<file path="config.mk">
export PLATFORM = sky130hd
export DESIGN_NAME = stdt_top
export DESIGN_NICKNAME = d
export VERILOG_FILES = /design/src/rtl/stdt_pkg.sv /design/src/rtl/stdt_top.sv
export SDC_FILE = /design/constraint.sdc
export NUM_CORES = 1
export LEC_CHECK = 0
export BUFFER_PORTS_ARGS = -buffer_cell sky130_fd_sc_hd__buf_2
export CORE_MARGIN = 8
export CORE_UTILIZATION = 60
export DETAILED_ROUTE_END_ITERATION = 8
export HOLD_SLACK_MARGIN = 0.06
export PLACE_DENSITY_LB_ADDON = 0.08
export REMOVE_ABC_BUFFERS = 1
export SYNTH_ARGS = -nofsm -noshare
export SYNTH_HDL_FRONTEND = slang
export SYNTH_SLANG_ARGS = --single-unit
</file>
<file path="constraint.sdc">
create_clock -name i_clk -period 10.3 [get_ports i_clk]
set_input_delay 1.545 -clock i_clk [delete_from_list [all_inputs] [get_ports i_clk]]
set_output_delay 1.545 -clock i_clk [all_outputs]
set_load 0.01 [all_outputs]
</file>
<file path="src/rtl/stdt_pkg.sv">
// package for the synced timer and delay trigger block: register map, field positions, resets, types
// assumes one 20 MHz clock domain and a 32-bit Avalon-MM master in front of the block
package stdt_pkg;
    // timers: three identical register groups, one 16-byte stride each
    localparam int NUM_TMR = 3;
    localparam logic [7:0] OFS_TMR_CTRL = 8'h00;
    localparam logic [7:0] OFS_TMR_INIT = 8'h04;
    localparam logic [7:0] OFS_TMR_MOD = 8'h08;
    localparam logic [7:0] OFS_TMR_CNT = 8'h0C;
    localparam logic [7:0] OFS_TMR_LAST = 8'h2C;
    localparam logic [7:0] OFS_MATCH7 = 8'h30;
    localparam logic [7:0] OFS_ROUTE = 8'h34;
    // delay trigger block
    localparam logic [7:0] OFS_DB_CTRL = 8'h40;
    localparam logic [7:0] OFS_DB_MOD = 8'h44;
    localparam logic [7:0] OFS_DB_INTERRUPT_DELAY_VALUE = 8'h48;
    localparam logic [7:0] OFS_DB_CHCTRL = 8'h4C;
    localparam logic [7:0] OFS_DB_STAT = 8'h50;
    localparam logic [7:0] OFS_DB_DLY0 = 8'h60;
    localparam logic [7:0] OFS_DB_DLY7 = 8'h7C;
    // timer control fields
    localparam int TC_GATE = 0;
    localparam int TC_CLKSEL = 1;
    localparam int TC_DRIVE = 2;
    // delay block control fields
    localparam int DB_EN = 0;
    localparam int DB_CONTINUOUS_RUN = 1;
    localparam int DB_LOAD_MODE_SELECT = 2;
    localparam int DB_ERRIE = 4;
    localparam int DB_IRQEN = 5;
    localparam int DB_TRIGGER_INPUT_SELECT = 8;
    localparam int DB_PRESC = 12;
    localparam int DB_PRESCALE_MULTIPLIER = 16;
    localparam int DB_LOAD_OK = 18;
    localparam int DB_IRQF = 19;
    localparam int DB_ERRF = 20;
    localparam int DB_TOS = 8;
    // load modes
    localparam logic [1:0] LOAD_MODE_SELECT_NOW = 2'h0;
    localparam logic [1:0] LOAD_MODE_SELECT_MOD = 2'h1;
    localparam logic [1:0] LOAD_MODE_SELECT_TRIG = 2'h2;
    localparam logic [1:0] LOAD_MODE_SELECT_EITHER = 2'h3;
    // reset values and fixed routes
    localparam logic [15:0] DB_MOD_RST = 16'hFFFF;
    localparam logic [15:0] TMR_MOD_RST = 16'hFFFF;
    localparam logic [3:0] ROUTE_RST = 4'h0;
    localparam logic [3:0] ROUTE_TMR_IDX = 4'hB;
    localparam logic [3:0] TRIGGER_INPUT_SELECT_ROUTED = 4'h0;
    localparam int NUM_PRE = 8;

    typedef enum logic {DB_IDLE, DB_RUN} stdt_db_state_t;

    typedef struct packed {
        logic read;
        logic write;
        logic [7:0] address;
        logic [3:0] byteenable;
        logic [31:0] writedata;
    } stdt_av_req_t;

    typedef struct packed {
        logic [NUM_PRE-1:0] pretrig;
        logic trig;
    } stdt_conv_t;
endpackage

</file>
<file path="src/rtl/stdt_top.sv">
// synced pwm timers, trigger router and delay trigger block behind an Avalon-MM slave
// assumes the converter shares i_clk; external trigger pins are asynchronous
//
// Overview of operation
// - gated timer advances only while the global time base is high
// - any full-word write to a counter loads it from its initial-value register
// - input clock selected as counter clock, divide by one; gating still stops it
// - master drive-out bit raises the time base so gated timers start together
// - counter runs from initial value up to modulo, then reloads initial value
// - master reload trigger ORed with channel 7 match into one trigger
// - router forwards selected input, index 11 being the timer trigger
// - each input trigger yields eight delayed pre-triggers selecting converter slots
// - eight pre-triggers ORed into one conversion start trigger
// - all delays counted from the detected input trigger by one counter
// - 16-bit modulus limit, reset to 0xFFFF so it never cuts delays
// - load mode b10 copies buffers at first trigger after load-ok written
// - trigger select 0 picks router output; prescale and multiplier 0 run full rate
// - without bypass each pre-trigger has enable and select bits, fires at its delay
// - after a pre-trigger stay locked until conversion done and result read
// - pre-trigger while locked flags sequence error and may interrupt
// - after sequence error no converter triggers until software clears it
// - delay interrupt flag sets when counter reaches interrupt delay value
// - block runs only when enabled; non-continuous runs one sequence per trigger
`timescale 1ns/1ns
module stdt_top import stdt_pkg::*; (
    input wire logic i_clk,
    input wire logic i_rstn,
    input wire stdt_av_req_t i_av,
    output logic [31:0] o_av_readdata,
    output logic o_av_waitrequest,
    input wire logic [15:0] i_ext_trig,
    input wire logic i_conv_done,
    input wire logic i_result_read,
    output stdt_conv_t o_conv,
    output logic o_delay_pulse,
    output logic o_delay_irq,
    output logic o_err_irq,
    output logic o_timebase
);
    logic ack_r;
    logic wr_ok;
    logic [31:0] rdata_r;
    logic [2:0] tctrl_r [NUM_TMR];
    logic [15:0] tinit_r [NUM_TMR];
    logic [15:0] tmod_r [NUM_TMR];
    logic [15:0] tcnt_r [NUM_TMR];
    logic [NUM_TMR-1:0] adv;
    logic [NUM_TMR-1:0] cnt_wr;
    logic [15:0] match7_r;
    logic tmr_trig_r;
    logic gtb;
    logic [3:0] route_r;
    logic [15:0] ext_s1_r;
    logic [15:0] ext_s2_r;
    logic [15:0] route_in;
    logic routed_r;
    logic routed_prev_r;
    logic [31:0] dctrl_r;
    logic [15:0] mod_buf_r, interrupt_delay_value_buf_r, mod_act_r, interrupt_delay_value_act_r;
    logic [15:0] dly_buf_r [NUM_PRE];
    logic [15:0] dly_act_r [NUM_PRE];
    logic [7:0] ch_en_r, ch_tos_r;
    logic load_ok_r, irqf_r, errf_r, lock_r, done_seen_r;
    stdt_db_state_t state_r;
    logic [15:0] dcnt_r;
    logic [15:0] div_r;
    logic [15:0] period;
    logic [5:0] prescale_multiplier_f;
    logic tick, trig_ev, sel_in, at_mod, do_load, release_lock;
    logic [NUM_PRE-1:0] pre_hit;
    logic db_en, irq_hit;

    // single wait state: request seen, answer at the next edge with waitrequest low
    assign o_av_waitrequest = (i_av.read | i_av.write) & ~ack_r;
    assign wr_ok = i_av.write & ack_r & (i_av.byteenable == 4'hF);
    assign o_av_readdata = rdata_r;

    always_ff @(posedge i_clk) begin
        if (!i_rstn) begin
            ack_r <= 1'b0;
        end else begin
            ack_r <= (i_av.read | i_av.write) & ~ack_r;
        end
    end

    // read mux, captured in the wait cycle so data stands at the answering edge
    always_ff @(posedge i_clk) begin
        if (!i_rstn) begin
            rdata_r <= 32'h0;
        end else if (i_av.read & ~ack_r) begin
            rdata_r <= 32'h0;
            if (i_av.address <= OFS_TMR_LAST) begin
                case (i_av.address[3:0])
                    OFS_TMR_CTRL[3:0]: rdata_r <= {29'h0, tctrl_r[i_av.address[5:4]]};
                    OFS_TMR_INIT[3:0]: rdata_r <= {16'h0, tinit_r[i_av.address[5:4]]};
                    OFS_TMR_MOD[3:0]: rdata_r <= {16'h0, tmod_r[i_av.address[5:4]]};
                    OFS_TMR_CNT[3:0]: rdata_r <= {16'h0, tcnt_r[i_av.address[5:4]]};
                    default: rdata_r <= 32'h0;
                endcase
            end else if (i_av.address >= OFS_DB_DLY0 && i_av.address <= OFS_DB_DLY7) begin
                rdata_r <= {16'h0, dly_buf_r[i_av.address[4:2]]};
            end else begin
                case (i_av.address)
                    OFS_MATCH7: rdata_r <= {16'h0, match7_r};
                    OFS_ROUTE: rdata_r <= {28'h0, route_r};
                    OFS_DB_CTRL: rdata_r <= {11'h0, errf_r, irqf_r, load_ok_r, dctrl_r[17:0]};
                    OFS_DB_MOD: rdata_r <= {16'h0, mod_buf_r};
                    OFS_DB_INTERRUPT_DELAY_VALUE: rdata_r <= {16'h0, interrupt_delay_value_buf_r};
                    OFS_DB_CHCTRL: rdata_r <= {16'h0, ch_tos_r, ch_en_r};
                    OFS_DB_STAT: rdata_r <= {13'h0, done_seen_r, lock_r, state_r == DB_RUN, dcnt_r};
                    default: rdata_r <= 32'h0;
                endcase
            end
        end
    end

    // timer control and period registers
    always_ff @(posedge i_clk) begin
        if (!i_rstn) begin
            for (int i = 0; i < NUM_TMR; i++) begin
                tctrl_r[i] <= 3'h0;
                tinit_r[i] <= 16'h0;
                tmod_r[i] <= TMR_MOD_RST;
            end
            match7_r <= 16'h0;
            route_r <= ROUTE_RST;
        end else if (wr_ok) begin
            for (int i = 0; i < NUM_TMR; i++) begin
                if (i_av.address[5:4] == 2'(i) && i_av.address <= OFS_TMR_LAST) begin
                    if (i_av.address[3:0] == OFS_TMR_CTRL[3:0]) tctrl_r[i] <= i_av.writedata[2:0];
                    if (i_av.address[3:0] == OFS_TMR_INIT[3:0]) tinit_r[i] <= i_av.writedata[15:0];
                    if (i_av.address[3:0] == OFS_TMR_MOD[3:0]) tmod_r[i] <= i_av.writedata[15:0];
                end
            end
            if (i_av.address == OFS_MATCH7) match7_r <= i_av.writedata[15:0];
            if (i_av.address == OFS_ROUTE) route_r <= i_av.writedata[3:0];
        end
    end

    // global time base comes from the master timer (timer 0) drive-out bit
    assign gtb = tctrl_r[0][TC_DRIVE];
    assign o_timebase = gtb;

    // advance enables: clock selected at divide one, held while gated and time base low
    always_comb begin
        for (int i = 0; i < NUM_TMR; i++) begin
            adv[i] = tctrl_r[i][TC_CLKSEL] & (~tctrl_r[i][TC_GATE] | gtb);
            cnt_wr[i] = wr_ok && i_av.address == (OFS_TMR_CNT + 8'(i * 16));
        end
    end

    // counters; a counter write never stores the written value
    always_ff @(posedge i_clk) begin
        if (!i_rstn) begin
            for (int i = 0; i < NUM_TMR; i++) tcnt_r[i] <= 16'h0;
        end else begin
            for (int i = 0; i < NUM_TMR; i++) begin
                if (cnt_wr[i]) begin
                    tcnt_r[i] <= tinit_r[i];
                end else if (adv[i]) begin
                    tcnt_r[i] <= (tcnt_r[i] == tmod_r[i]) ? tinit_r[i] : tcnt_r[i] + 16'h1;
                end
            end
        end
    end

    // master trigger: reload (init) event ORed with channel 7 match, one pulse
    always_ff @(posedge i_clk) begin
        if (!i_rstn) begin
            tmr_trig_r <= 1'b0;
        end else begin
            tmr_trig_r <= adv[0] & ((tcnt_r[0] == tmod_r[0]) | (tcnt_r[0] == match7_r));
        end
    end

    // pins are asynchronous, so two flops before the router looks at them
    always_ff @(posedge i_clk) begin
        if (!i_rstn) begin
            ext_s1_r <= 16'h0;
            ext_s2_r <= 16'h0;
        end else begin
            ext_s1_r <= i_ext_trig;
            ext_s2_r <= ext_s1_r;
        end
    end

    // router: input 11 is hard-wired to the timer trigger, the select is software's only say
    always_comb begin
        route_in = ext_s2_r;
        route_in[ROUTE_TMR_IDX] = tmr_trig_r;
    end

    always_ff @(posedge i_clk) begin
        if (!i_rstn) begin
            routed_r <= 1'b0;
            routed_prev_r <= 1'b0;
        end else begin
            routed_r <= route_in[route_r];
            routed_prev_r <= sel_in;
        end
    end

    // delay block input: select 0 is the only wired source, others read as idle
    assign sel_in = (dctrl_r[DB_TRIGGER_INPUT_SELECT +: 4] == TRIGGER_INPUT_SELECT_ROUTED) ? routed_r : 1'b0;
    assign db_en = dctrl_r[DB_EN];
    assign trig_ev = db_en & sel_in & ~routed_prev_r;

    // tick divider: prescale 2^p times multiplier 1/10/20/40; 0/0 ticks every clock
    always_comb begin
        case (dctrl_r[DB_PRESCALE_MULTIPLIER +: 2])
            2'h0: prescale_multiplier_f = 6'h01;
            2'h1: prescale_multiplier_f = 6'h0A;
            2'h2: prescale_multiplier_f = 6'h14;
            default: prescale_multiplier_f = 6'h28;
        endcase
        period = 16'({10'h0, prescale_multiplier_f} << dctrl_r[DB_PRESC +: 3]) - 16'h1;
    end
    assign tick = (div_r == 16'h0);

    always_ff @(posedge i_clk) begin
        if (!i_rstn) begin
            div_r <= 16'h0;
        end else if (trig_ev || tick) begin
            div_r <= trig_ev ? 16'h0 : period;
        end else begin
            div_r <= div_r - 16'h1;
        end
    end

    // sequence counter started by the detected trigger, limited by the modulus
    assign at_mod = (state_r == DB_RUN) & tick & (dcnt_r == mod_act_r);
    always_ff @(posedge i_clk) begin
        if (!i_rstn || !db_en) begin
            state_r <= DB_IDLE;
            dcnt_r <= 16'h0;
        end else if (trig_ev) begin
            state_r <= DB_RUN;
            dcnt_r <= 16'h0;
        end else if (state_r == DB_RUN && tick) begin
            case (state_r)
                DB_RUN: begin
                    if (at_mod) begin
                        dcnt_r <= 16'h0;
                        state_r <= dctrl_r[DB_CONTINUOUS_RUN] ? DB_RUN : DB_IDLE;
                    end else begin
                        dcnt_r <= dcnt_r + 16'h1;
                    end
                end
                default: state_r <= DB_IDLE;
            endcase
        end
    end

    // compare hits: gated by tick, so each hit lasts one clock even while a prescaled counter holds its value
    always_comb begin
        for (int n = 0; n < NUM_PRE; n++) begin
            pre_hit[n] = (state_r == DB_RUN) & tick & ch_en_r[n] & ch_tos_r[n] & (dcnt_r == dly_act_r[n]);
        end
    end
    assign irq_hit = (state_r == DB_RUN) & tick & (dcnt_r == interrupt_delay_value_act_r);

    // converter outputs, silenced while a sequence error stands
    always_ff @(posedge i_clk) begin
        if (!i_rstn) begin
            o_conv <= '0;
            o_delay_pulse <= 1'b0;
        end else begin
            o_conv.pretrig <= errf_r ? 8'h0 : pre_hit;
            o_conv.trig <= ~errf_r & (|pre_hit);
            o_delay_pulse <= irq_hit;
        end
    end

    // load of active delay set from buffers, chosen by load mode
    always_comb begin
        case (dctrl_r[DB_LOAD_MODE_SELECT +: 2])
            LOAD_MODE_SELECT_NOW: do_load = load_ok_r;
            LOAD_MODE_SELECT_MOD: do_load = load_ok_r & at_mod;
            LOAD_MODE_SELECT_TRIG: do_load = load_ok_r & trig_ev;
            LOAD_MODE_SELECT_EITHER: do_load = load_ok_r & (at_mod | trig_ev);
            default: do_load = 1'b0;
        endcase
    end

    // delay block buffers and control bits
    always_ff @(posedge i_clk) begin
        if (!i_rstn) begin
            dctrl_r <= 32'h0;
            mod_buf_r <= DB_MOD_RST;
            interrupt_delay_value_buf_r <= 16'h0;
            ch_en_r <= 8'h0;
            ch_tos_r <= 8'h0;
            for (int n = 0; n < NUM_PRE; n++) dly_buf_r[n] <= 16'h0;
        end else if (wr_ok) begin
            if (i_av.address == OFS_DB_CTRL) dctrl_r <= {14'h0, i_av.writedata[17:0]};
            if (i_av.address == OFS_DB_MOD) mod_buf_r <= i_av.writedata[15:0];
            if (i_av.address == OFS_DB_INTERRUPT_DELAY_VALUE) interrupt_delay_value_buf_r <= i_av.writedata[15:0];
            if (i_av.address == OFS_DB_CHCTRL) begin
                ch_en_r <= i_av.writedata[7:0];
                ch_tos_r <= i_av.writedata[DB_TOS +: 8];
            end
            if (i_av.address >= OFS_DB_DLY0 && i_av.address <= OFS_DB_DLY7) dly_buf_r[i_av.address[4:2]] <= i_av.writedata[15:0];
        end
    end

    // active set: a trigger-mode load waits, so a half-written set is never used
    always_ff @(posedge i_clk) begin
        if (!i_rstn) begin
            mod_act_r <= DB_MOD_RST;
            interrupt_delay_value_act_r <= 16'h0;
            load_ok_r <= 1'b0;
            for (int n = 0; n < NUM_PRE; n++) dly_act_r[n] <= 16'h0;
        end else begin
            if (do_load) begin
                mod_act_r <= mod_buf_r;
                interrupt_delay_value_act_r <= interrupt_delay_value_buf_r;
                for (int n = 0; n < NUM_PRE; n++) dly_act_r[n] <= dly_buf_r[n];
            end
            if (wr_ok && i_av.address == OFS_DB_CTRL && i_av.writedata[DB_LOAD_OK] && i_av.writedata[DB_EN]) begin
                load_ok_r <= 1'b1;
            end else if (do_load || !db_en) begin
                load_ok_r <= 1'b0;
            end
        end
    end

    // lock and flags; hardware set wins over a software clear in the same cycle
    assign release_lock = (done_seen_r | i_conv_done) & i_result_read;
    always_ff @(posedge i_clk) begin
        if (!i_rstn) begin
            lock_r <= 1'b0;
            done_seen_r <= 1'b0;
            irqf_r <= 1'b0;
            errf_r <= 1'b0;
        end else begin
            if (o_conv.trig) begin
                lock_r <= 1'b1;
                done_seen_r <= 1'b0;
            end else if (release_lock) begin
                lock_r <= 1'b0;
                done_seen_r <= 1'b0;
            end else if (lock_r && i_conv_done) begin
                done_seen_r <= 1'b1;
            end
            if (irq_hit) begin
                irqf_r <= 1'b1;
            end else if (wr_ok && i_av.address == OFS_DB_CTRL && !i_av.writedata[DB_IRQF]) begin
                irqf_r <= 1'b0;
            end
            if (o_conv.trig && lock_r) begin
                errf_r <= 1'b1;
            end else if (wr_ok && i_av.address == OFS_DB_CTRL && !i_av.writedata[DB_ERRF]) begin
                errf_r <= 1'b0;
            end
        end
    end

    assign o_delay_irq = irqf_r & dctrl_r[DB_IRQEN];
    assign o_err_irq = errf_r & dctrl_r[DB_ERRIE];
endmodule // stdt_top

</file>
==> results.json <==
{
  "drive_gt1_share_pct": 14.68,
  "setup_viol": 0,
  "cts.clk_slew.worst_paths_ps": 60,
  "status": "finished clean",
  "period_minus_slack_ps": 4915,
  "core-area_um2": 50890,
  "cp_data_arrival_time_ps": 5140,
  "hold_class": "reg2reg",
  "swShare_pct": 24.33,
  "rsz0062_at_grt": "false",
  "ys_top_cells_by_area": "edfxtp_1, dfxtp_1, and2_1",
  "end_kind": "register",
  "relSlewSlack_pct": 15.69,
  "synthesis.area_um2": 30650,
  "synth-simple-area-share_pct": 17.44,
  "wirelength_um": 95260,
  "finalWorstSetupSlack_ps": 5385,
  "leakage_nw": 12.04,
  "cts_buffer_depth": 3,
  "dr.pass1.iters": 9,
  "final_hold_viol_count": 0,
  "overflow": 0,
  "io_buffers": 88,
  "cts_root_buffer": "clkbuf_16",
  "syn-instance-count": 2726,
  "antenna_found_initial": 8,
  "io_pins": 112,
  "ys_ff_latch": 630,
  "synth_top_family_by_area": "simple AND/OR/NAND/NOR gates",
  "route.detailed.drc": 0,
  "synth_most_common_cell": "edfxtp_1",
  "crit_slowest_cell": "or4_1",
  "async_reset_ff_share_pct": 0,
  "crit_type": "in2reg",
  "grt_pass1_wl_um": 139200,
  "first_global_vias": 21100,
  "cts_tree": "done",
  "pwr-share-seq_pct": 48.4,
  "cpMostUsedCell": "buf_4",
  "vias": 22160,
  "fin_crit_sh_pct": 47.72,
  "synth-adder-area-share_pct": 0.2857,
  "synth_commonest_cells": "edfxtp_1, and2_1, nand2_1",
  "wire_per_inst_um": 27.47,
  "ys_types": 79,
  "synth_compound_area_share_pct": 7.985,
  "row_count": 83,
  "viasPerCell": 6.391,
  "grt_max_degree": 113,
  "p_comb_share_pct": 8.8,
  "maxSlewViolCount": 0,
  "worst_slew_pin_slew_ps": 1258,
  "power_mw": 5.921,
  "synth_top_area_cell": "edfxtp_1",
  "holdBufCountCts": 0,
  "power_frac_clock_pct": 42.8,
  "start_util_pct": 60.23,
  "cp_max_fo": 49,
  "fin_setup_tns_ps": 0,
  "critPathRequiredTime_ps": 10520,
  "cts_buffers": 68,
  "syn_area_per_cell_um2": 11.24,
  "intPower_mw": 4.480,
  "synthToLayoutAreaGrowth_pct": 10.04,
  "final_area_um2": 33730,
  "grt.total_usage_pct": 31.63,
  "synth_top_area_share_pct": 40.07,
  "die_y_um": 242.0,
  "post-place-ws_ps": 4811,
  "power.switching_mw": 1.441,
  "max_freq_mhz": 203.5,
  "n_fill_cell": 3899,
  "ant_nets": 0,
  "fp.dieArea_um2": 58570,
  "clock_sinks": 630,
  "crit_chain": "buf_4 > inv_2 > or4_4 > or4_1 > nor3_4 > buf_4 > nand2b_1",
  "start_kind": "input pin",
  "cap_violations": 0,
  "skew_ps": 20.67,
  "synth_mux_area_share_pct": 8.128,
  "htree_levels": 3,
  "ctsResizeCount": 0,
  "post-cts-setup-buffers": 0,
  "powerDensity_nw_per_um2": 175.5,
  "dr.first_iter.drc_count": 3137,
  "clock_latency_ps": 610,
  "ir_drop_mv": 0.1485,
  "placed_area_um2": 31430,
  "synthXorXnorAreaFrac_pct": 8.258,
  "dieWidth_um": 242.0,
  "critical_path.max_stage_delay_ps": 880,
  "finalNetCount": 2806,
  "ys_seq_area_share_pct": 54.50,
  "ys.flop_type": "edfxtp_1",
  "synth_warnings": 0,
  "gp_congestion": 0.9954,
  "synth_edf_count": 409,
  "dp_hpwl_um": 63760
}
-- power groups by stage --
stage	Clock (mW)	Combinational [mW]	Sequential [mW]
global route	2.65	0.561	2.87
CTS	2.55	0.514	2.86
floorplan	0	0.325	2.88
finish	2.53	0.523	2.86
detailed placement	0	0.512	2.91
global placement	0	0.504	2.91
-- stage by stage --
step	instances	util, %	hold WS [ps]
4_1_cts	3467	66.28	436.6
3_3_place_gp	3343	61.76	422.0
6_report	3468	66.28	434.9
3_5_place_dp	3343	61.76	422.7
2_1_floorplan	2524	-	411.8
5_1_grt	3467	66.28	454.9
-- final timing paths --
check               startpoint  slack (ps)  cells after the start          endpoint
hold / removal    ext_s1_r[14]         430                      1      ext_s2_r[14]
hold reg to reg   ext_s1_r[14]         430                      1      ext_s2_r[14]
setup / recovery        i_rstn        5380                      7   dly_buf_r[4][3]
setup reg to reg    dcnt_r[12]        5880                      8  dly_act_r[1][33]
-- critical path, delay by kind of cell --
| family | cells | cell delay (ps) |
|---|---|---|
| and+or+nand+nor | 4 | 2590 |
| buffers and inverters | 3 | 930 |
-- sequential cells by signal, summed over array words and instances (netlist names), 18 cells and up --
signal         cells
dly_buf_r        128
dly_act_r        128
tcnt_r            48
dctrl_r           18
o_av_readdata     21
tinit_r           48
tmod_r            48
-- routing by layer --
| metal | wire length [um] | global-route usage, % | vias to the layer above |
|---|---|---|---|
| met4 | 4015 | 12.27 | 0 |
| li1 | - | - | 9747 |
| met5 | 0 | 0 | - |
| met1 | 38190 | 44.11 | 10800 |
| met3 | 10250 | 5.644 | 243 |
| met2 | 42810 | 49.04 | 1377 |
-- cell usage in the layout (no fill, tap or decap), drive strengths merged, types with 45 or more instances in the layout --
cell type	n
edfxtp	409
nand2	249
nor2	173
clkbuf	95
dfxtp	221
buf	139
a21oi	110
mux2	51
mux2i	70
xnor2	168
mux4	54
nand3	45
xor2	121
and2	298
o21ai	96
nand4	54
-- logic make-up after synthesis --
family / after synthesis
AOI/OAI and AO/OA: 383
buffers and inverters: 230
and+or+nand+nor: 1011
other: 1
muxes: 175
DFF: 630
adders and majority gates: 7
xor gates and xnor gates: 289
-- cell type report --
cell class,instances,area (um2),area share (%)
Sequential cell,630,16710,49.53
Clock inverter,29,384.1,1.139
Clock buffer,95,1917,5.683
Antenna cell,1,2.502,0.007419
Tap cell,680,850.8,2.523
Inverter,18,70.07,0.2077
Timing Repair Buffer,139,833.3,2.471
Multi-Input combinational cell,1876,12960,38.44
No activity file was read; power rests on OpenSTA's default activity.
